`config.mk`:
```
export PLATFORM = sky130hd
export DESIGN_NAME = timer16_control_status
export DESIGN_NICKNAME = d
export VERILOG_FILES = /design/src/pkg/timer16_pkg.sv /design/src/logic/timer16_control_status.sv
export SDC_FILE = /design/constraint.sdc
export NUM_CORES = 1
export LEC_CHECK = 0
export ABC_AREA = 1
export BUFFER_PORTS_ARGS = -buffer_cell sky130_fd_sc_hd__buf_2
export CAP_MARGIN = 25
export CORE_ASPECT_RATIO = 1.75
export CORE_MARGIN = 2
export CORE_UTILIZATION = 25
export CTS_BUF_LIST = sky130_fd_sc_hd__clkbuf_2
export CTS_CLUSTER_DIAMETER = 80
export DETAILED_ROUTE_END_ITERATION = 10
export PLACE_DENSITY = 0.41
export SYNTH_ARGS = -nofsm -noshare
export SYNTH_HDL_FRONTEND = slang
export SYNTH_SLANG_ARGS = --single-unit
```
`constraint.sdc`:
```
create_clock -name core_clk_i -period 2.02 [get_ports core_clk_i]
set_input_delay 0.303 -clock core_clk_i [delete_from_list [all_inputs] [get_ports core_clk_i]]
set_output_delay 0.303 -clock core_clk_i [all_outputs]
set_load 0.02 [all_outputs]
```
`src/pkg/timer16_pkg.sv`:
```
// Behaviour
// - Capture interrupt enable passes either capture flag onto the timer interrupt request.
// - Compare interrupt enable passes either compare flag onto the timer interrupt request.
// - Overflow interrupt enable passes the wrap flag onto the timer interrupt request.
// - All enabled timer events share one interrupt request; the CPU applies its mask.
// - Timer interrupt wakes from wait, not halt; compare events absent in PWM mode.
// - A set force bit copies its level onto an enabled compare pin without match.
// - Level two goes to compare pin two on match two; pin one in pulse modes.
// - Level one goes to compare pin one on each match with compare value one.
// - Capture edge selects: zero captures falling edges, one captures rising edges.
// - Compare pin enables only route outputs; matching and flags keep working.
// - Single pulse mode: selected capture one edge starts one pulse on compare pin one.
// - PWM mode: compare one sets pulse length, compare two sets the period.
// - Clock select: 00 divide 4, 01 divide 2, 10 divide 8, 11 external.
// - Without an external clock pin, external selection stops the counter.
// - External edge select: zero counts falling edges, one counts rising edges.
// - Capture one flag: set on capture one or PWM period end; cleared two-step.
// - Compare one flag: set on match one outside PWM and single pulse modes; cleared by status read then low byte access.
// - Wrap flag: set on FFFF to 0000; counter low access clears, alternate never.
// - Capture two flag: set on capture two; cleared by status read then low byte.
// - Compare two flag: set on match two outside PWM mode; cleared by status read then low byte.
// - Freeze bit halts prescaler and counter, disables pins; registers stay accessible.
// - In PWM mode each compare two match reloads the counter with FFFC.
// - A write to the counter low byte resets the counter to its reset value.
package timer16_pkg;
   localparam logic [5:0] CR2_IDX = 6'h31;
   localparam logic [5:0] CR1_IDX = 6'h32;
   localparam logic [5:0] CSR_IDX = 6'h33;
   localparam logic [5:0] CAP1_HI_IDX = 6'h34;
   localparam logic [5:0] CAP1_LO_IDX = 6'h35;
   localparam logic [5:0] CMP1_HI_IDX = 6'h36;
   localparam logic [5:0] CMP1_LO_IDX = 6'h37;
   localparam logic [5:0] CNT_HI_IDX = 6'h38;
   localparam logic [5:0] CNT_LO_IDX = 6'h39;
   localparam logic [5:0] ALT_HI_IDX = 6'h3A;
   localparam logic [5:0] ALT_LO_IDX = 6'h3B;
   localparam logic [5:0] CAP2_HI_IDX = 6'h3C;
   localparam logic [5:0] CAP2_LO_IDX = 6'h3D;
   localparam logic [5:0] CMP2_HI_IDX = 6'h3E;
   localparam logic [5:0] CMP2_LO_IDX = 6'h3F;
   localparam logic [7:0] CTRL_RESET = 8'h00;
   localparam logic [15:0] CMP_RESET = 16'h8000;
   localparam logic [15:0] COUNT_RESET = 16'hFFFC;
   localparam logic [15:0] PWM_RELOAD = 16'hFFFC;
   localparam logic [15:0] PULSE_CAPTURE = 16'hFFFD;
   localparam logic [15:0] COUNT_TOP = 16'hFFFF;
   localparam logic [2:0] PRESC_RESET = 3'h0;
   localparam int CR1_CAP_IE = 7;
   localparam int CR1_CMP_IE = 6;
   localparam int CR1_WRAP_IE = 5;
   localparam int CR1_FORCE_TWO = 4;
   localparam int CR1_FORCE_ONE = 3;
   localparam int CR1_LEVEL_TWO = 2;
   localparam int CR1_CAP1_EDGE = 1;
   localparam int CR1_LEVEL_ONE = 0;
   localparam int CR2_PIN1_EN = 7;
   localparam int CR2_PIN2_EN = 6;
   localparam int CR2_PULSE = 5;
   localparam int CR2_PWM = 4;
   localparam int CR2_CLK_HI = 3;
   localparam int CR2_CLK_LO = 2;
   localparam int CR2_CAP2_EDGE = 1;
   localparam int CR2_EXT_EDGE = 0;
   localparam int CSR_FREEZE = 2;
   localparam int FLAG_CAP_ONE = 4;
   localparam int FLAG_CMP_ONE = 3;
   localparam int FLAG_WRAP = 2;
   localparam int FLAG_CAP_TWO = 1;
   localparam int FLAG_CMP_TWO = 0;
   typedef struct packed {
      logic read;
      logic write;
      logic [7:0] address;
      logic [3:0] byteenable;
      logic [31:0] writedata;
   } bus_req_type;
   typedef struct packed {
      logic level_one;
      logic enable_one;
      logic level_two;
      logic enable_two;
   } compare_pins_type;
   typedef enum logic [1:0] {
      BUS_IDLE = 2'b01,
      BUS_ANSWER = 2'b10
   } bus_state_type;
endpackage

```
`src/logic/timer16_control_status.sv`:
```
`timescale 1ns/100ps
module timer16_control_status #(
   parameter bit HAS_EXT_CLK = 1'b1
) (
   input wire logic core_clk_i,
   input wire logic sys_rst_i,
   input wire timer16_pkg::bus_req_type bus_req_i,
   output logic [31:0] readdata_o,
   output logic waitrequest_o,
   input wire logic capture_one_pin_i,
   input wire logic capture_two_pin_i,
   input wire logic ext_count_pin_i,
   output timer16_pkg::compare_pins_type compare_pins_o,
   output logic irq_o
);
   timer16_pkg::bus_state_type bus_state_reg;
   logic [7:0] cr1_reg;
   logic [7:0] cr2_reg;
   logic timer_freeze_reg;
   logic [4:0] flags_reg;
   logic [4:0] flags_next;
   logic [4:0] armed_reg;
   logic [4:0] flag_set;
   logic [4:0] flag_clr;
   logic [15:0] counter_reg;
   logic [15:0] cap_one_reg;
   logic [15:0] cap_two_reg;
   logic [15:0] cmp_one_reg;
   logic [15:0] cmp_two_reg;
   logic [1:0] cmp_inhibit_reg;
   logic [2:0] presc_reg;
   logic cap1_prev_reg;
   logic cap2_prev_reg;
   logic ext_prev_reg;
   logic [7:0] readdata_reg;
   logic [7:0] read_mux;
   logic waitrequest_reg;
   logic irq_reg;
   timer16_pkg::compare_pins_type pins_reg;
   logic [5:0] idx;
   logic acc;
   logic rd_acc;
   logic wr_acc;
   logic tick;
   logic ext_edge;
   logic cap1_edge;
   logic cap2_edge;
   logic match_one;
   logic match_two;
   logic wrap;
   logic pwm_mode;
   logic pulse_mode;
   logic count_write;
   logic [1:0] count_clock_select;

   assign idx = bus_req_i.address[7:2];
   assign acc = (bus_state_reg == timer16_pkg::BUS_ANSWER);
   assign rd_acc = acc && bus_req_i.read;
   assign wr_acc = acc && bus_req_i.write && bus_req_i.byteenable[0];
   assign pwm_mode = cr2_reg[timer16_pkg::CR2_PWM];
   assign pulse_mode = cr2_reg[timer16_pkg::CR2_PULSE] && !pwm_mode;
   assign count_clock_select = cr2_reg[timer16_pkg::CR2_CLK_HI:timer16_pkg::CR2_CLK_LO];
   assign count_write = wr_acc && (idx == timer16_pkg::CNT_LO_IDX || idx == timer16_pkg::ALT_LO_IDX);

   // Pins are taken as synchronous, so one stage of history is enough for edge detection.
   assign ext_edge = cr2_reg[timer16_pkg::CR2_EXT_EDGE] ? (!ext_prev_reg && ext_count_pin_i)
                                                         : (ext_prev_reg && !ext_count_pin_i);
   assign cap1_edge = cr1_reg[timer16_pkg::CR1_CAP1_EDGE] ? (!cap1_prev_reg && capture_one_pin_i)
                                                           : (cap1_prev_reg && !capture_one_pin_i);
   assign cap2_edge = cr2_reg[timer16_pkg::CR2_CAP2_EDGE] ? (!cap2_prev_reg && capture_two_pin_i)
                                                           : (cap2_prev_reg && !capture_two_pin_i);

   always_comb begin
      case (count_clock_select)
         2'b00: tick = (presc_reg[1:0] == 2'b11);
         2'b01: tick = presc_reg[0];
         2'b10: tick = (presc_reg == 3'b111);
         default: tick = HAS_EXT_CLK && ext_edge;
      endcase
      if (timer_freeze_reg) begin
         tick = 1'b0;
      end
   end

   // Matches are judged once per count step so a long-held count cannot retrigger.
   assign match_one = tick && !cmp_inhibit_reg[0] && (counter_reg == cmp_one_reg);
   assign match_two = tick && !cmp_inhibit_reg[1] && (counter_reg == cmp_two_reg);
   assign wrap = tick && (counter_reg == timer16_pkg::COUNT_TOP) && !(pwm_mode && match_two);

   always_ff @(posedge core_clk_i) begin
      if (sys_rst_i) begin
         presc_reg <= timer16_pkg::PRESC_RESET;
      end else if (!timer_freeze_reg) begin
         presc_reg <= presc_reg + 3'h1;
      end
   end

   always_ff @(posedge core_clk_i) begin
      if (sys_rst_i) begin
         cap1_prev_reg <= 1'b0;
         cap2_prev_reg <= 1'b0;
         ext_prev_reg <= 1'b0;
      end else begin
         cap1_prev_reg <= capture_one_pin_i;
         cap2_prev_reg <= capture_two_pin_i;
         ext_prev_reg <= ext_count_pin_i;
      end
   end

   always_ff @(posedge core_clk_i) begin
      if (sys_rst_i) begin
         counter_reg <= timer16_pkg::COUNT_RESET;
      end else if (count_write) begin
         counter_reg <= timer16_pkg::COUNT_RESET;
      end else if (pulse_mode && cap1_edge) begin
         counter_reg <= timer16_pkg::COUNT_RESET;
      end else if (pwm_mode && match_two) begin
         counter_reg <= timer16_pkg::PWM_RELOAD;
      end else if (tick) begin
         counter_reg <= counter_reg + 16'h0001;
      end
   end

   always_ff @(posedge core_clk_i) begin
      if (sys_rst_i) begin
         cap_one_reg <= 16'h0000;
         cap_two_reg <= 16'h0000;
      end else begin
         if (pulse_mode && cap1_edge) begin
            cap_one_reg <= timer16_pkg::PULSE_CAPTURE;
         end else if (!pwm_mode && cap1_edge) begin
            cap_one_reg <= counter_reg;
         end
         if (cap2_edge) begin
            cap_two_reg <= counter_reg;
         end
      end
   end

   // A high byte write blocks matching until the low byte completes the new value.
   always_ff @(posedge core_clk_i) begin
      if (sys_rst_i) begin
         cmp_one_reg <= timer16_pkg::CMP_RESET;
         cmp_two_reg <= timer16_pkg::CMP_RESET;
         cmp_inhibit_reg <= 2'b00;
      end else if (wr_acc) begin
         case (idx)
            timer16_pkg::CMP1_HI_IDX: begin
               cmp_one_reg[15:8] <= bus_req_i.writedata[7:0];
               cmp_inhibit_reg[0] <= 1'b1;
            end
            timer16_pkg::CMP1_LO_IDX: begin
               cmp_one_reg[7:0] <= bus_req_i.writedata[7:0];
               cmp_inhibit_reg[0] <= 1'b0;
            end
            timer16_pkg::CMP2_HI_IDX: begin
               cmp_two_reg[15:8] <= bus_req_i.writedata[7:0];
               cmp_inhibit_reg[1] <= 1'b1;
            end
            timer16_pkg::CMP2_LO_IDX: begin
               cmp_two_reg[7:0] <= bus_req_i.writedata[7:0];
               cmp_inhibit_reg[1] <= 1'b0;
            end
            default: begin
            end
         endcase
      end
   end

   always_ff @(posedge core_clk_i) begin
      if (sys_rst_i) begin
         cr1_reg <= timer16_pkg::CTRL_RESET;
         cr2_reg <= timer16_pkg::CTRL_RESET;
         timer_freeze_reg <= 1'b0;
      end else if (wr_acc) begin
         if (idx == timer16_pkg::CR1_IDX) begin
            cr1_reg <= bus_req_i.writedata[7:0];
         end
         if (idx == timer16_pkg::CR2_IDX) begin
            cr2_reg <= bus_req_i.writedata[7:0];
         end
         if (idx == timer16_pkg::CSR_IDX) begin
            timer_freeze_reg <= bus_req_i.writedata[timer16_pkg::CSR_FREEZE];
         end
      end
   end

   always_comb begin
      flag_set = 5'b00000;
      flag_set[timer16_pkg::FLAG_CAP_ONE] = (cap1_edge && !pwm_mode) || (pwm_mode && match_two);
      flag_set[timer16_pkg::FLAG_CMP_ONE] = match_one && !pwm_mode && !pulse_mode;
      flag_set[timer16_pkg::FLAG_WRAP] = wrap;
      flag_set[timer16_pkg::FLAG_CAP_TWO] = cap2_edge;
      flag_set[timer16_pkg::FLAG_CMP_TWO] = match_two && !pwm_mode;
      flag_clr = 5'b00000;
      if (acc) begin
         flag_clr[timer16_pkg::FLAG_CAP_ONE] = (idx == timer16_pkg::CAP1_LO_IDX);
         flag_clr[timer16_pkg::FLAG_CMP_ONE] = (idx == timer16_pkg::CMP1_LO_IDX);
         flag_clr[timer16_pkg::FLAG_WRAP] = (idx == timer16_pkg::CNT_LO_IDX);
         flag_clr[timer16_pkg::FLAG_CAP_TWO] = (idx == timer16_pkg::CAP2_LO_IDX);
         flag_clr[timer16_pkg::FLAG_CMP_TWO] = (idx == timer16_pkg::CMP2_LO_IDX);
      end
      flag_clr = flag_clr & armed_reg;
      flags_next = (flags_reg & ~flag_clr) | flag_set;
   end

   always_ff @(posedge core_clk_i) begin
      if (sys_rst_i) begin
         flags_reg <= 5'b00000;
      end else begin
         flags_reg <= flags_next;
      end
   end

   // Arming uses the very byte that software read, so a flag raised after that read is never lost.
   always_ff @(posedge core_clk_i) begin
      if (sys_rst_i) begin
         armed_reg <= 5'b00000;
      end else if (rd_acc && idx == timer16_pkg::CSR_IDX) begin
         armed_reg <= readdata_reg[7:3];
      end else begin
         armed_reg <= armed_reg & ~flag_clr;
      end
   end

   always_ff @(posedge core_clk_i) begin
      if (sys_rst_i) begin
         irq_reg <= 1'b0;
      end else begin
         irq_reg <= (cr1_reg[timer16_pkg::CR1_CAP_IE] && (flags_reg[timer16_pkg::FLAG_CAP_ONE]
                     || flags_reg[timer16_pkg::FLAG_CAP_TWO]))
                    || (cr1_reg[timer16_pkg::CR1_CMP_IE] && (flags_reg[timer16_pkg::FLAG_CMP_ONE]
                     || flags_reg[timer16_pkg::FLAG_CMP_TWO]))
                    || (cr1_reg[timer16_pkg::CR1_WRAP_IE] && flags_reg[timer16_pkg::FLAG_WRAP]);
      end
   end

   always_ff @(posedge core_clk_i) begin
      if (sys_rst_i) begin
         pins_reg <= '0;
      end else begin
         pins_reg.enable_one <= cr2_reg[timer16_pkg::CR2_PIN1_EN] && !timer_freeze_reg;
         pins_reg.enable_two <= cr2_reg[timer16_pkg::CR2_PIN2_EN] && !timer_freeze_reg;
         if (cr1_reg[timer16_pkg::CR1_FORCE_ONE] && cr2_reg[timer16_pkg::CR2_PIN1_EN]) begin
            pins_reg.level_one <= cr1_reg[timer16_pkg::CR1_LEVEL_ONE];
         end else if ((pwm_mode && match_two) || (pulse_mode && cap1_edge)) begin
            pins_reg.level_one <= cr1_reg[timer16_pkg::CR1_LEVEL_TWO];
         end else if (match_one) begin
            pins_reg.level_one <= cr1_reg[timer16_pkg::CR1_LEVEL_ONE];
         end
         if (cr1_reg[timer16_pkg::CR1_FORCE_TWO] && cr2_reg[timer16_pkg::CR2_PIN2_EN]) begin
            pins_reg.level_two <= cr1_reg[timer16_pkg::CR1_LEVEL_TWO];
         end else if (match_two && !pwm_mode && !pulse_mode) begin
            pins_reg.level_two <= cr1_reg[timer16_pkg::CR1_LEVEL_TWO];
         end
      end
   end

   always_comb begin
      case (idx)
         timer16_pkg::CR1_IDX: read_mux = cr1_reg;
         timer16_pkg::CR2_IDX: read_mux = cr2_reg;
         timer16_pkg::CSR_IDX: read_mux = {flags_reg, timer_freeze_reg, 2'b00};
         timer16_pkg::CAP1_HI_IDX: read_mux = cap_one_reg[15:8];
         timer16_pkg::CAP1_LO_IDX: read_mux = cap_one_reg[7:0];
         timer16_pkg::CMP1_HI_IDX: read_mux = cmp_one_reg[15:8];
         timer16_pkg::CMP1_LO_IDX: read_mux = cmp_one_reg[7:0];
         timer16_pkg::CNT_HI_IDX: read_mux = counter_reg[15:8];
         timer16_pkg::CNT_LO_IDX: read_mux = counter_reg[7:0];
         timer16_pkg::ALT_HI_IDX: read_mux = counter_reg[15:8];
         timer16_pkg::ALT_LO_IDX: read_mux = counter_reg[7:0];
         timer16_pkg::CAP2_HI_IDX: read_mux = cap_two_reg[15:8];
         timer16_pkg::CAP2_LO_IDX: read_mux = cap_two_reg[7:0];
         timer16_pkg::CMP2_HI_IDX: read_mux = cmp_two_reg[15:8];
         timer16_pkg::CMP2_LO_IDX: read_mux = cmp_two_reg[7:0];
         default: read_mux = 8'h00;
      endcase
   end

   // Every access gets exactly one wait cycle; side effects land on the completing edge.
   always_ff @(posedge core_clk_i) begin
      if (sys_rst_i) begin
         bus_state_reg <= timer16_pkg::BUS_IDLE;
         waitrequest_reg <= 1'b1;
         readdata_reg <= 8'h00;
      end else begin
         case (bus_state_reg)
            timer16_pkg::BUS_IDLE: begin
               if (bus_req_i.read || bus_req_i.write) begin
                  bus_state_reg <= timer16_pkg::BUS_ANSWER;
                  waitrequest_reg <= 1'b0;
                  readdata_reg <= bus_req_i.read ? read_mux : 8'h00;
               end
            end
            timer16_pkg::BUS_ANSWER: begin
               bus_state_reg <= timer16_pkg::BUS_IDLE;
               waitrequest_reg <= 1'b1;
            end
            default: begin
               bus_state_reg <= timer16_pkg::BUS_IDLE;
               waitrequest_reg <= 1'b1;
            end
         endcase
      end
   end

   assign readdata_o = {24'h00_0000, readdata_reg};
   assign waitrequest_o = waitrequest_reg;
   assign irq_o = irq_reg;
   assign compare_pins_o = pins_reg;
endmodule // timer16_control_status

```
=== Word level (Yosys, flattened, before mapping) ===
Index checks and enable logic that the tools add are counted.

* Register bits after elaboration: 131
* Word-level logic and storage cells: 150

* $add $sub $neg: 2
* Eq/ne operators: 24
* Multiplexer cells: 18
* Bitwise gates (word level): 6
* Reductions and logical operators: 73

{| class="wikitable"
|+ Operators by type and width
! operator !! number
|-
| one-hot mux 8 bit (13 select lines) || 1
|-
| == test 6 bit (second input constant) || 15
|-
| == test 16 bit || 2
|-
| logical AND 1 bit || 32
|-
| two-way mux 16 bit || 2
|-
| AND reduction 2 bit || 10
|-
| adder 16 x 1 -> 16 bit (second input constant) || 1
|-
| == test 16 bit (second input constant) || 1
|-
| bitwise AND 5 bit || 3
|-
| zero test 1 bit || 12
|-
| two-way mux 5 bit || 2
|-
| two-way mux 1 bit || 9
|-
| logical OR 1 bit || 8
|-
| two-way mux 8 bit || 1
|-
| nonzero test 2 bit || 4
|-
| OR reduction 2 bit || 4
|-
| == test 2 bit (second input constant) || 3
|-
| inverter 5 bit || 1
|-
| OR 5 bit || 1
|-
| == test 2 x 1 -> 1 bit (second input constant) || 2
|-
| one-hot mux 1 bit (2 select lines) || 2
|-
| OR reduction 4 bit || 1
|-
| adder 3 x 1 -> 3 bit (second input constant) || 1
|-
| == test 3 bit (second input constant) || 1
|-
| 4 further kinds || 4
|}

=== Logic depth before layout (Yosys ltp) ===
Gate-level depths: netlist of the first run.

* Depth after elaboration: 11
* Gate-level depth with buffers: 15

=== Least setup slack after synthesis of the first run ===
OpenSTA, ideal clock, no wires.

* Kind: register to register
* From: register presc_reg[0]
* To: register counter_reg[14]
* Setup time: 0.125 ns
* Arrival time: 1.668 ns
* Slack: 0.227 ns
* Stages on the path, launching flop included: 12
* Path buffers: 0
* Period minus slack after synthesis: 1.793 ns
* Cell sequence: dfxtp_1 > ha_1 > ha_1 > nand2_1 > nand3_1 > nand2_1 > nor2_4 > nand3_1 > nor3_2 > nand2_1 > o21ai_0 > nand3_1

* Longest elaborated chain between the ends: 7

{| class="wikitable"
|+ Ends and longest elaborated chain
! item !! RTL line !! source
|-
| from (decl) || timer16_control_status.sv:31 || <nowiki>logic [2:0] presc_reg;</nowiki>
|-
| from (signal assigned) || timer16_control_status.sv:92 || <nowiki>presc_reg <= timer16_pkg::PRESC_RESET;</nowiki>
|-
| from (signal assigned) || timer16_control_status.sv:94 || <nowiki>presc_reg <= presc_reg + 3'h1;</nowiki>
|-
| == test 3 bit or == test 2 bit (tied branches) || timer16_control_status.sv:77, timer16_control_status.sv:75 ||
|-
| one-hot mux 1 bit (3 select lines) * || timer16_control_status.sv:74 || <nowiki>case (count_clock_select)</nowiki>
|-
| two-way mux 1 bit * || timer16_control_status.sv:80 || <nowiki>if (timer_freeze_reg) begin</nowiki>
|-
| logical AND 1 bit (2 in series) || timer16_control_status.sv:87 || <nowiki>assign match_two = tick && !cmp_inhibit_reg[1] && (counter_reg == cmp_two_reg);</nowiki>
|-
| logical AND 1 bit || timer16_control_status.sv:117 || <nowiki>end else if (pwm_mode && match_two) begin</nowiki>
|-
| OR reduction 4 bit (no line) || - ||
|-
| to (signal assigned) || timer16_control_status.sv:116 || <nowiki>counter_reg <= timer16_pkg::COUNT_RESET;</nowiki>
|-
| to (signal assigned) || timer16_control_status.sv:118 || <nowiki>counter_reg <= timer16_pkg::PWM_RELOAD;</nowiki>
|-
| to (signal assigned) || timer16_control_status.sv:120 || <nowiki>counter_reg <= counter_reg + 16'h0001;</nowiki>
|-
| to (decl) || timer16_control_status.sv:25 || <nowiki>logic [15:0] counter_reg;</nowiki>
|}

Mark *: on every way between the ends. The rest lies on a longest branch, timed or not.
A chain may end at the register's enable or synchronous reset.

=== Worst setup path after layout of the first run ===
* From: register counter_reg[1]
* To: register counter_reg[15]

* Longest elaborated chain between the ends: 4

{| class="wikitable"
|+ Ends and longest elaborated chain
! item !! RTL line !! source
|-
| from (signal assigned) || timer16_control_status.sv:112 || <nowiki>counter_reg <= timer16_pkg::COUNT_RESET;</nowiki>
|-
| from (signal assigned) || timer16_control_status.sv:114 || <nowiki>counter_reg <= timer16_pkg::COUNT_RESET;</nowiki>
|-
| from (signal assigned) || timer16_control_status.sv:116 ||
|-
| parallel branches: the longest is 4 deep, another holds adder 16 x 1 -> 16 bit || - ||
|}

Parallel ways; which one is timed is not known.

==> results of run 1 <==
==> worst reg2reg max path: stages, from the launching register on <==
cell	delay, ns
dfxtp_1	0.39
buf_4	0.17
nand2_1	0.06
nand2_1	0.05
nor2_1	0.23
nand2_1	0.12
nor2_2	0.15
nand4_2	0.20
nand2_2	0.14
inv_2	0.05
nand2_2	0.10
inv_6	0.09
o211ai_1	0.10
==> final cells by class <==
type,count,area [µm²],share of cell area [%]
clock inverter,15,120,1.49
antenna,1,2.50,0.0310
inverter,111,424,5.25
clock buffer,17,85.1,1.05
sequential,130,2610,32.3
multi-input combinational,678,3410,42.2
timing repair buffer,135,1030,12.7
tap,320,400,4.96
==> report_power, final <==
part	total [mW]	internal (mW)	switching, mW
clock	1.51	0.428	1.08
sequential	2.65	2.62	0.0296
combinational	0.436	0.143	0.293
==> layer usage <==
metal	GRT usage, %	wire [µm]	part of all wire (%)	vias to the layer above
met2	36.7	14200	55	132
li1	-	-	-	3323
met3	3.06	665	2.6	44
met4	9.78	1170	4.6	0
met5	0	0	0	-
met1	19.2	9580	37	3036
==> path summary, 6_finish.rpt <==
path / startpoint / to / slack [ns] / depth (start not counted)
worst min-delay path: bus_req_i[41] / armed_reg[2] / 0.14 / 7
worst min register to register: readdata_reg[2] / readdata_reg[2] / 0.48 / 2
worst max register to register: counter_reg[1] / counter_reg[15] / 0.1 / 12
worst max-delay path: counter_reg[1] / counter_reg[15] / 0.1 / 12
==> cells in the final DEF (no fill, tap or decap), types with 24 or more instances in the layout <==
cell       n
a21oi_1   88
buf_2     35
buf_4     75
conb_1    24
dfxtp_1  128
inv_1     81
inv_2     26
nand2_1  236
nand3_1   31
nor2_1    64
o21ai_0  105
==> cell families (layout without fill, tap and decap cells) <==
| family | Yosys count | after routing |
|---|---|---|
| other | 1 | 25 |
| AND/OR/NAND/NOR | 405 | 405 |
| AO/OA/AOI/OAI | 239 | 239 |
| flip-flops | 130 | 130 |
| adder cells (fa/ha/maj) | 3 | 3 |
| XOR/XNOR | 7 | 7 |
| buffers and inverters | 165 | 278 |
==> through the flow <==
stage	utilization (%)	worst slack [ns]	cells	total power [mW]	setup TNS, ns
4_1_cts	30.8	0.0132	1405	4.66	0
3_5_place_dp	29.1	-0.0680	1354	3.10	-0.390
5_1_grt	31.1	-0.00237	1407	4.81	-0.00237
6_report	31.1	0.0994	1407	4.60	0
2_1_floorplan	-	0.227	973	2.96	0
3_3_place_gp	29.1	-0.0212	1354	3.10	-0.0934
==> repair_timing <==
item,CTS,global route
hold buffers,19,1
gates resized for setup,10,16
pin swaps,5,3
endpoints found under the hold margin,87,2
endpoints found under the setup margin,16,16
==> impl_metrics.json, run 1 <==
{
  "synthCells": 950,
  "placement.cell_area_mm2": 0.00757,
  "place.gp.congestion": 0.838,
  "synthesis.area_mm2": 0.00659,
  "detail_route.drc_violations": 0,
  "per_instance_average_area_after_synthesis_um2": 6.93,
  "grt.overflow.total": 0,
  "worstSetupPathType": "reg -> reg",
  "synth_edf_count": 0,
  "synthDominantCellAreaShare_pct": 39.5,
  "vias": 6535,
  "grt_first_pass_wirelength_mm": 38.3,
  "setup_viol_count_final": 0,
  "finalCriticalPeriod_ns": 1.92,
  "cts.clk_slew.worst_paths_ns": 0.22,
  "final-hold-violation-count": 0,
  "detail_route.wl_per_cell_um": 18.2,
  "crit_fanout": 14,
  "cts-buffers-inserted": 17,
  "power.ir.vdd_worst_v": 0.000258,
  "pin_count_of_the_biggest_net_entering_global_routing": 92,
  "combinational_family_with_the_most_area_after_synthesis": "simple AND/OR/NAND/NOR gates",
  "layout_worst_path_cycle_share_pct": 95.1,
  "power_leakage_nw": 3.45,
  "design.final.nets": 1127,
  "dieWidth_um": 127,
  "crit_path_top_delay_cell": "dfxtp_1",
  "grt_use_total_pct": 19.0,
  "timing.critical_path.max_delay_family": "simple AND/OR/NAND/NOR gates",
  "worst_setup_sp_type": "flip-flop",
  "run_status": "finished, final reports clean",
  "max_stage_delay_ns": 0.39,
  "area_share_of_fa_ha_maj_cells_after_synthesis_pct": 0.570,
  "synth.largest_area_cell": "dfxtp_1",
  "synth.yosys.warnings": 0,
  "critPathMostFrequentCell": "nand2_1",
  "critical_path_required_ns": 2.71,
  "std_cell_rows": 78,
  "cts_tree": "done",
  "ioPinCount": 89,
  "clock_skew_ns": 0.0331,
  "antenna_found_initial": 1,
  "post_synth_most_frequent_cells": "nand2_1 (238), dfxtp_1 (130), o21ai_0 (108), a21oi_1 (88), inv_1 (81)",
  "fp.dieH_um": 219,
  "die_area_mm2": 0.0277,
  "post_cts.repair.setup_buffers": 0,
  "numClockSinks": 130,
  "insertion_delay_ns": 0.77,
  "wp_buf_inv": 3,
  "ctsLongestPathBuffers": 2,
  "place.detailed.hpwl_mm": 19.9,
  "final_max_slew_viol_count": 0,
  "synth.yosys.seq_area_share_pct": 39.5,
  "floorplan.initialDensity_pct": 25.4,
  "max_freq_mhz": 521,
  "initialDrtViolationCount": 396,
  "worstMarginPinSlew_ns": 0.543,
  "detail_route.first_pass.iterations": 5,
  "synth-simple-area-share_pct": 28.0,
  "detail_route.wirelength_mm": 25.6,
  "final.hold.worst_slack_ns": 0.136,
  "first_global_vias": 6387,
  "post_synth_xor_area_fraction_pct": 0.931,
  "synth.distinct_cells": 45,
  "power_density_mw_per_mm2": 569,
  "h-tree-depth": 4,
  "synth_top_flop_cell": "dfxtp_1",
  "share_of_final_layout_standard_cells_stronger_than_drive_strength_1_pct": 21.1,
  "worstPathArrival_ns": 2.61,
  "finalInstanceArea_mm2": 0.00808,
  "slew_headroom_pct": 63.8,
  "portBuffers": 35,
  "flip_flop_and_latch_count_after_synthesis": 130,
  "timing.critical_path.cells": "buf_4 > nand2_1 > nand2_1 > nor2_1 > nand2_1 > nor2_2 > nand4_2 > nand2_2 > inv_2 > nand2_2 > inv_6 > o211ai_1",
  "leading_post_synthesis_cells_by_cell_area": "dfxtp_1 (40%), nand2_1 (14%), o21ai_0 (8.2%), a21oi_1 (6.7%), inv_1 (4.6%)",
  "hold_path.class": "in -> reg",
  "synth.area.mux_share_pct": 0,
  "antenna_left": 0,
  "endpoint_kind": "flip-flop",
  "asyncSetResetFlopFracSynth_pct": 0,
  "yosysMostFrequentCell": "nand2_1",
  "fillers": 2858,
  "ctsRootBufferMaster": "clkbuf_2",
  "compound_cell_area_share_of_the_yosys_netlist_pct": 19.4,
  "detail_route.vias_per_cell": 4.64,
  "drv_cap": 0,
  "core_region_area_mm2": 0.0260,
  "area_growth_syn_to_layout_pct": 22.7
}
No activity file was read; power rests on OpenSTA's default activity.
==> run 2: changes to the inputs <==
CTS_BUF_LIST = not set   (was sky130_fd_sc_hd__clkbuf_2)
==> impl_metrics.json, run 2 (synthesized netlist as in run 1, its figures left out) <==
{
  "run_status": "finished, final reports clean",
  "portBuffers": 35,
  "ctsRootBufferMaster": "clkbuf_16",
  "max_freq_mhz": 526,
  "place.gp.congestion": 0.838,
  "num_antenna_cells": 0,
  "core_region_area_mm2": 0.0260,
  "std_cell_rows": 78,
  "post_cts.repair.setup_buffers": 0,
  "detail_route.wirelength_mm": 25.5,
  "share_of_final_layout_standard_cells_stronger_than_drive_strength_1_pct": 21.4,
  "cts-buffers-inserted": 17,
  "setup-tns-final_ns": 0,
  "slew_headroom_pct": 65.4,
  "cts_tree": "done",
  "numClockSinks": 130,
  "final-hold-violation-count": 0,
  "detail_route.vias_per_cell": 4.66,
  "place.detailed.hpwl_mm": 19.9,
  "grt_first_pass_wirelength_mm": 38.3,
  "initialDrtViolationCount": 428,
  "h-tree-depth": 4,
  "worstMarginPinSlew_ns": 0.518,
  "most-common-layout-cells": "nand2_1 (237), dfxtp_1 (129), o21ai_0 (105)",
  "layout_commonest_cell": "nand2_1",
  "antenna_left": 0,
  "detail_route.wl_per_cell_um": 18.4,
  "clock_skew_ns": 0.00748,
  "antenna_found_initial": 0,
  "design.final.nets": 1107,
  "worst_setup_sp_type": "flip-flop",
  "setup_viol_count_final": 0,
  "area_growth_syn_to_layout_pct": 24.4,
  "rsz_0062_raised_after_global_routing": "yes",
  "total_power_mw": 6.01,
  "layout_worst_path_cycle_share_pct": 94.2,
  "drv_cap": 0,
  "first_global_vias": 6311,
  "die_area_mm2": 0.0277,
  "hold_path.class": "in -> reg",
  "vias": 6454,
  "final_max_slew_viol_count": 0,
  "worstPathArrival_ns": 2.23,
  "ctsHoldBuffers": 0,
  "critical_path_required_ns": 2.35,
  "dieWidth_um": 127,
  "insertion_delay_ns": 0.44,
  "finalCriticalPeriod_ns": 1.90,
  "pin_count_of_the_biggest_net_entering_global_routing": 92,
  "detail_route.first_pass.iterations": 5,
  "final.hold.worst_slack_ns": 0.0900,
  "detail_route.drc_violations": 0,
  "ioPinCount": 89,
  "endpoint_kind": "flip-flop",
  "grt.overflow.total": 0,
  "power_leakage_nw": 3.50,
  "minimum_setup_slack_after_placement_ns": -0.0680,
  "ctsLongestPathBuffers": 2,
  "crit_fanout": 4,
  "worstSetupPathType": "reg -> reg",
  "power_density_mw_per_mm2": 733,
  "floorplan.initialDensity_pct": 25.4,
  "grt_use_total_pct": 19.0,
  "cts.clk_slew.worst_paths_ns": 0.06,
  "fillers": 2842,
  "worst_setup_margin_ns": 0.117,
  "power.ir.vdd_worst_v": 0.000616,
  "fp.dieH_um": 219
}
[run 2: cell types whose count changed in the layout (fill, tap and decap cells not counted), sizes merged]
cell / previous run / this run
clkbuf: 17 / 18
clkinv: 12 / 11
diode: 1 / 0
dlygate4sd3: 20 / 0
[run 2: final timing paths]
kind / start / end / slack, ns / depth (start not counted)
worst max register to register: presc_reg[0] / counter_reg[8] / 0.12 / 11
worst max-delay path: presc_reg[0] / counter_reg[8] / 0.12 / 11
worst min-delay path: capture_one_pin_i / cap1_prev_reg / 0.09 / 3
worst min register to register: presc_reg[0] / presc_reg[0] / 0.45 / 1
[run 2: per-layer routing]
layer / up-vias / GRT usage [%] / part of all wire [%]
met4: 0 / 8.94 / 4.0
met2: 139 / 37.0 / 56
met1: 2978 / 19.4 / 38
met3: 46 / 2.99 / 2.6
li1: 3291 / - / -
met5: - / 0 / 0
[run 2: cell type report]
class | count | area [µm²] | share of cell area (%)
Multi-Input combinational cell | 678 | 3390 | 41.3
Clock inverter | 14 | 116 | 1.42
Tap cell | 320 | 400 | 4.89
Timing Repair Buffer | 115 | 826 | 10.1
Inverter | 111 | 422 | 5.15
Sequential cell | 130 | 2600 | 31.8
Clock buffer | 18 | 439 | 5.36
[run 2: stage by stage]
| step | area [µm²] | std cells | utilization (%) |
|---|---|---|---|
| global route | 8200 | 1386 | 31.6 |
| CTS | 8160 | 1386 | 31.4 |
| global placement | 7570 | 1354 | 29.1 |
| floorplan | 6670 | 973 | - |
| finish | 8200 | 1386 | 31.6 |
| detailed placement | 7570 | 1354 | 29.1 |
[run 2: critical path: stages, from the launching register on]
cell and delay [ns]:
dfxtp_2 0.35, ha_2 0.18, ha_1 0.14, nand2_1 0.06, nand3_2 0.11, nand2_1 0.09, nor2_4 0.21, nand3_2 0.14
buf_4 0.16, nor2_2 0.12, xor2_1 0.15, nand2_1 0.06
[run 2: where the power goes]
part / internal (mW) / switching (mW)
clock network: 1.71 / 1.25
logic: 0.117 / 0.288
registers: 2.62 / 0.0279
[run 2: what timing repair did]
| item | CTS | global route |
|---|---|---|
| setup endpoints to repair | 14 | 11 |
| resized for setup | 7 | 12 |
| pin swaps | 3 | 3 |
| gates cloned | 0 | 0 |
| endpoints found under the hold margin | 0 | 0 |
==> run 3: changes to the inputs <==
BUFFER_PORTS_ARGS = -buffer_cell sky130_fd_sc_hd__clkbuf_2   (was -buffer_cell sky130_fd_sc_hd__buf_2)
==> impl_metrics.json, run 3 (synthesized netlist as in run 1, its figures left out) <==
{
  "run_status": "finished, final reports clean",
  "detail_route.wirelength_mm": 25.5,
  "place.detailed.hpwl_mm": 19.8,
  "endpoint_kind": "flip-flop",
  "power.ir.vdd_worst_v": 0.000585,
  "worst_setup_sp_type": "flip-flop",
  "crit_fanout": 5,
  "floorplan.initialDensity_pct": 25.4,
  "min_path_cells": 3,
  "max_stage_delay_ns": 0.40,
  "dieWidth_um": 127,
  "final_max_slew_viol_count": 0,
  "cp.depth": 8,
  "p_comb_share_pct": 6.7,
  "cts.clk_slew.worst_paths_ns": 0.06,
  "finalCriticalPeriod_ns": 1.92,
  "die_area_mm2": 0.0277,
  "ctsRootBufferMaster": "clkbuf_16",
  "postLayoutCoreUtil_pct": 31.5,
  "detail_route.first_pass.iterations": 6,
  "final-hold-violation-count": 0,
  "portBuffers": 35,
  "fp.dieH_um": 219,
  "std_cell_rows": 78,
  "detail_route.wl_per_cell_um": 18.5,
  "antenna_found_initial": 0,
  "detail_route.drc_violations": 0,
  "crit_path_top_delay_cell": "dfxtp_1",
  "clockPowerShare_pct": 49.6,
  "first_global_vias": 6216,
  "worstSetupPathType": "reg -> reg",
  "grt.overflow.total": 0,
  "ioPinCount": 89,
  "p_sw_share_pct": 25.4,
  "fillers": 2853,
  "h-tree-depth": 4,
  "numClockSinks": 130,
  "critical_path_required_ns": 2.31,
  "vias": 6491,
  "sequentialPowerShare_pct": 43.7,
  "minimum_setup_slack_after_placement_ns": -0.0370,
  "grt_use_total_pct": 18.8,
  "setup-tns-final_ns": 0,
  "power.net_switching_mw": 1.54,
  "power_density_mw_per_mm2": 741,
  "core_region_area_mm2": 0.0260,
  "ctsHoldBuffers": 0,
  "antenna_left": 0,
  "initialDrtViolationCount": 372,
  "ctsLongestPathBuffers": 2,
  "share_of_final_layout_standard_cells_stronger_than_drive_strength_1_pct": 21.0,
  "layout_worst_path_cycle_share_pct": 94.9,
  "hold_path.class": "in -> reg",
  "cell_internal_pwr_mw": 4.52,
  "timing.critical_path.max_delay_family": "simple AND/OR/NAND/NOR gates",
  "final.hold.worst_slack_ns": 0.101,
  "cts_tree": "done",
  "grt_first_pass_wirelength_mm": 38.3,
  "layout_commonest_cell": "nand2_1",
  "setup_viol_count_final": 0,
  "total_power_mw": 6.06,
  "cts-buffers-inserted": 17,
  "most-common-layout-cells": "nand2_1 (235), dfxtp_1 (127), o21ai_0 (107)",
  "pin_count_of_the_biggest_net_entering_global_routing": 46,
  "wp_buf_inv": 1,
  "worstPathArrival_ns": 2.21,
  "max_freq_mhz": 522,
  "detail_route.vias_per_cell": 4.71,
  "clock_skew_ns": 0.0100,
  "drv_cap": 0,
  "design.final.nets": 1100,
  "worst_r2r_path_depth": 8,
  "timing.critical_path.cells": "ha_1 > inv_1 > nor3_1 > nand3_4 > nor3_4 > nand2_2 > nand2_1 > nand3_1",
  "area_growth_syn_to_layout_pct": 24.1,
  "worst_setup_margin_ns": 0.103,
  "num_antenna_cells": 0,
  "power_leakage_nw": 3.48,
  "insertion_delay_ns": 0.44,
  "place.gp.congestion": 0.836
}
==> run 3: cell count changes in the layout (fill, tap and decap cells not counted), sizes merged <==
cell / delta
clkinv: -4
buf: -42
clkbuf: +40
clkinvlp: -1
==> run 3: tightest hold or removal path, stage by stage <==
cell      delay (ns)
clkbuf_2        0.08
inv_1           0.05
nor2_1          0.07
==> run 3: per-stage QoR <==
step / cells / area [µm²]
floorplan: 973 / 6670
global placement: 1345 / 7510
detailed placement: 1345 / 7510
CTS: 1378 / 8090
global route: 1379 / 8180
finish: 1379 / 8180
==> run 3: per-layer routing <==
| layer | vias to the layer above | track usage (%) | share of wire (%) |
|---|---|---|---|
| li1 | 3271 | - | - |
| met1 | 3036 | 19.9 | 38 |
| met2 | 145 | 37.3 | 56 |
| met3 | 39 | 2.23 | 2.4 |
| met4 | 0 | 7.44 | 2.8 |
| met5 | - | 0 | 0 |
==> run 3: area by class of cell <==
cell class	count	area, µm²	share of cell area, %
multi-input combinational	678	3400	41.6
sequential	130	2610	31.9
tap	320	400	4.90
inverter	111	422	5.16
timing repair buffer	108	786	9.61
clock buffer	23	478	5.84
clock inverter	9	81.3	0.994
==> run 3: power groups by stage <==
stage	Combinational, mW	Sequential [mW]	Clock [mW]
floorplan	0.264	2.70	0
global placement	0.400	2.70	0
detailed placement	0.400	2.70	0
CTS	0.404	2.64	3.06
global route	0.450	2.65	3.15
finish	0.408	2.65	3.00
==> run 3: worst paths after layout <==
kind,endpoint,from,slack [ns]
setup / recovery,counter_reg[12],counter_reg[0],0.10
hold / removal,cap2_prev_reg,capture_two_pin_i,0.10
setup reg to reg,counter_reg[12],counter_reg[0],0.10
hold reg to reg,armed_reg[2],armed_reg[2],0.47
==> run 3: timing repair <==
action | in CTS | in global routing
pin swaps | 1 | 6
buffers inserted | 1 | 1
resized for setup | 3 | 19
setup endpoints to repair | 3 | 13
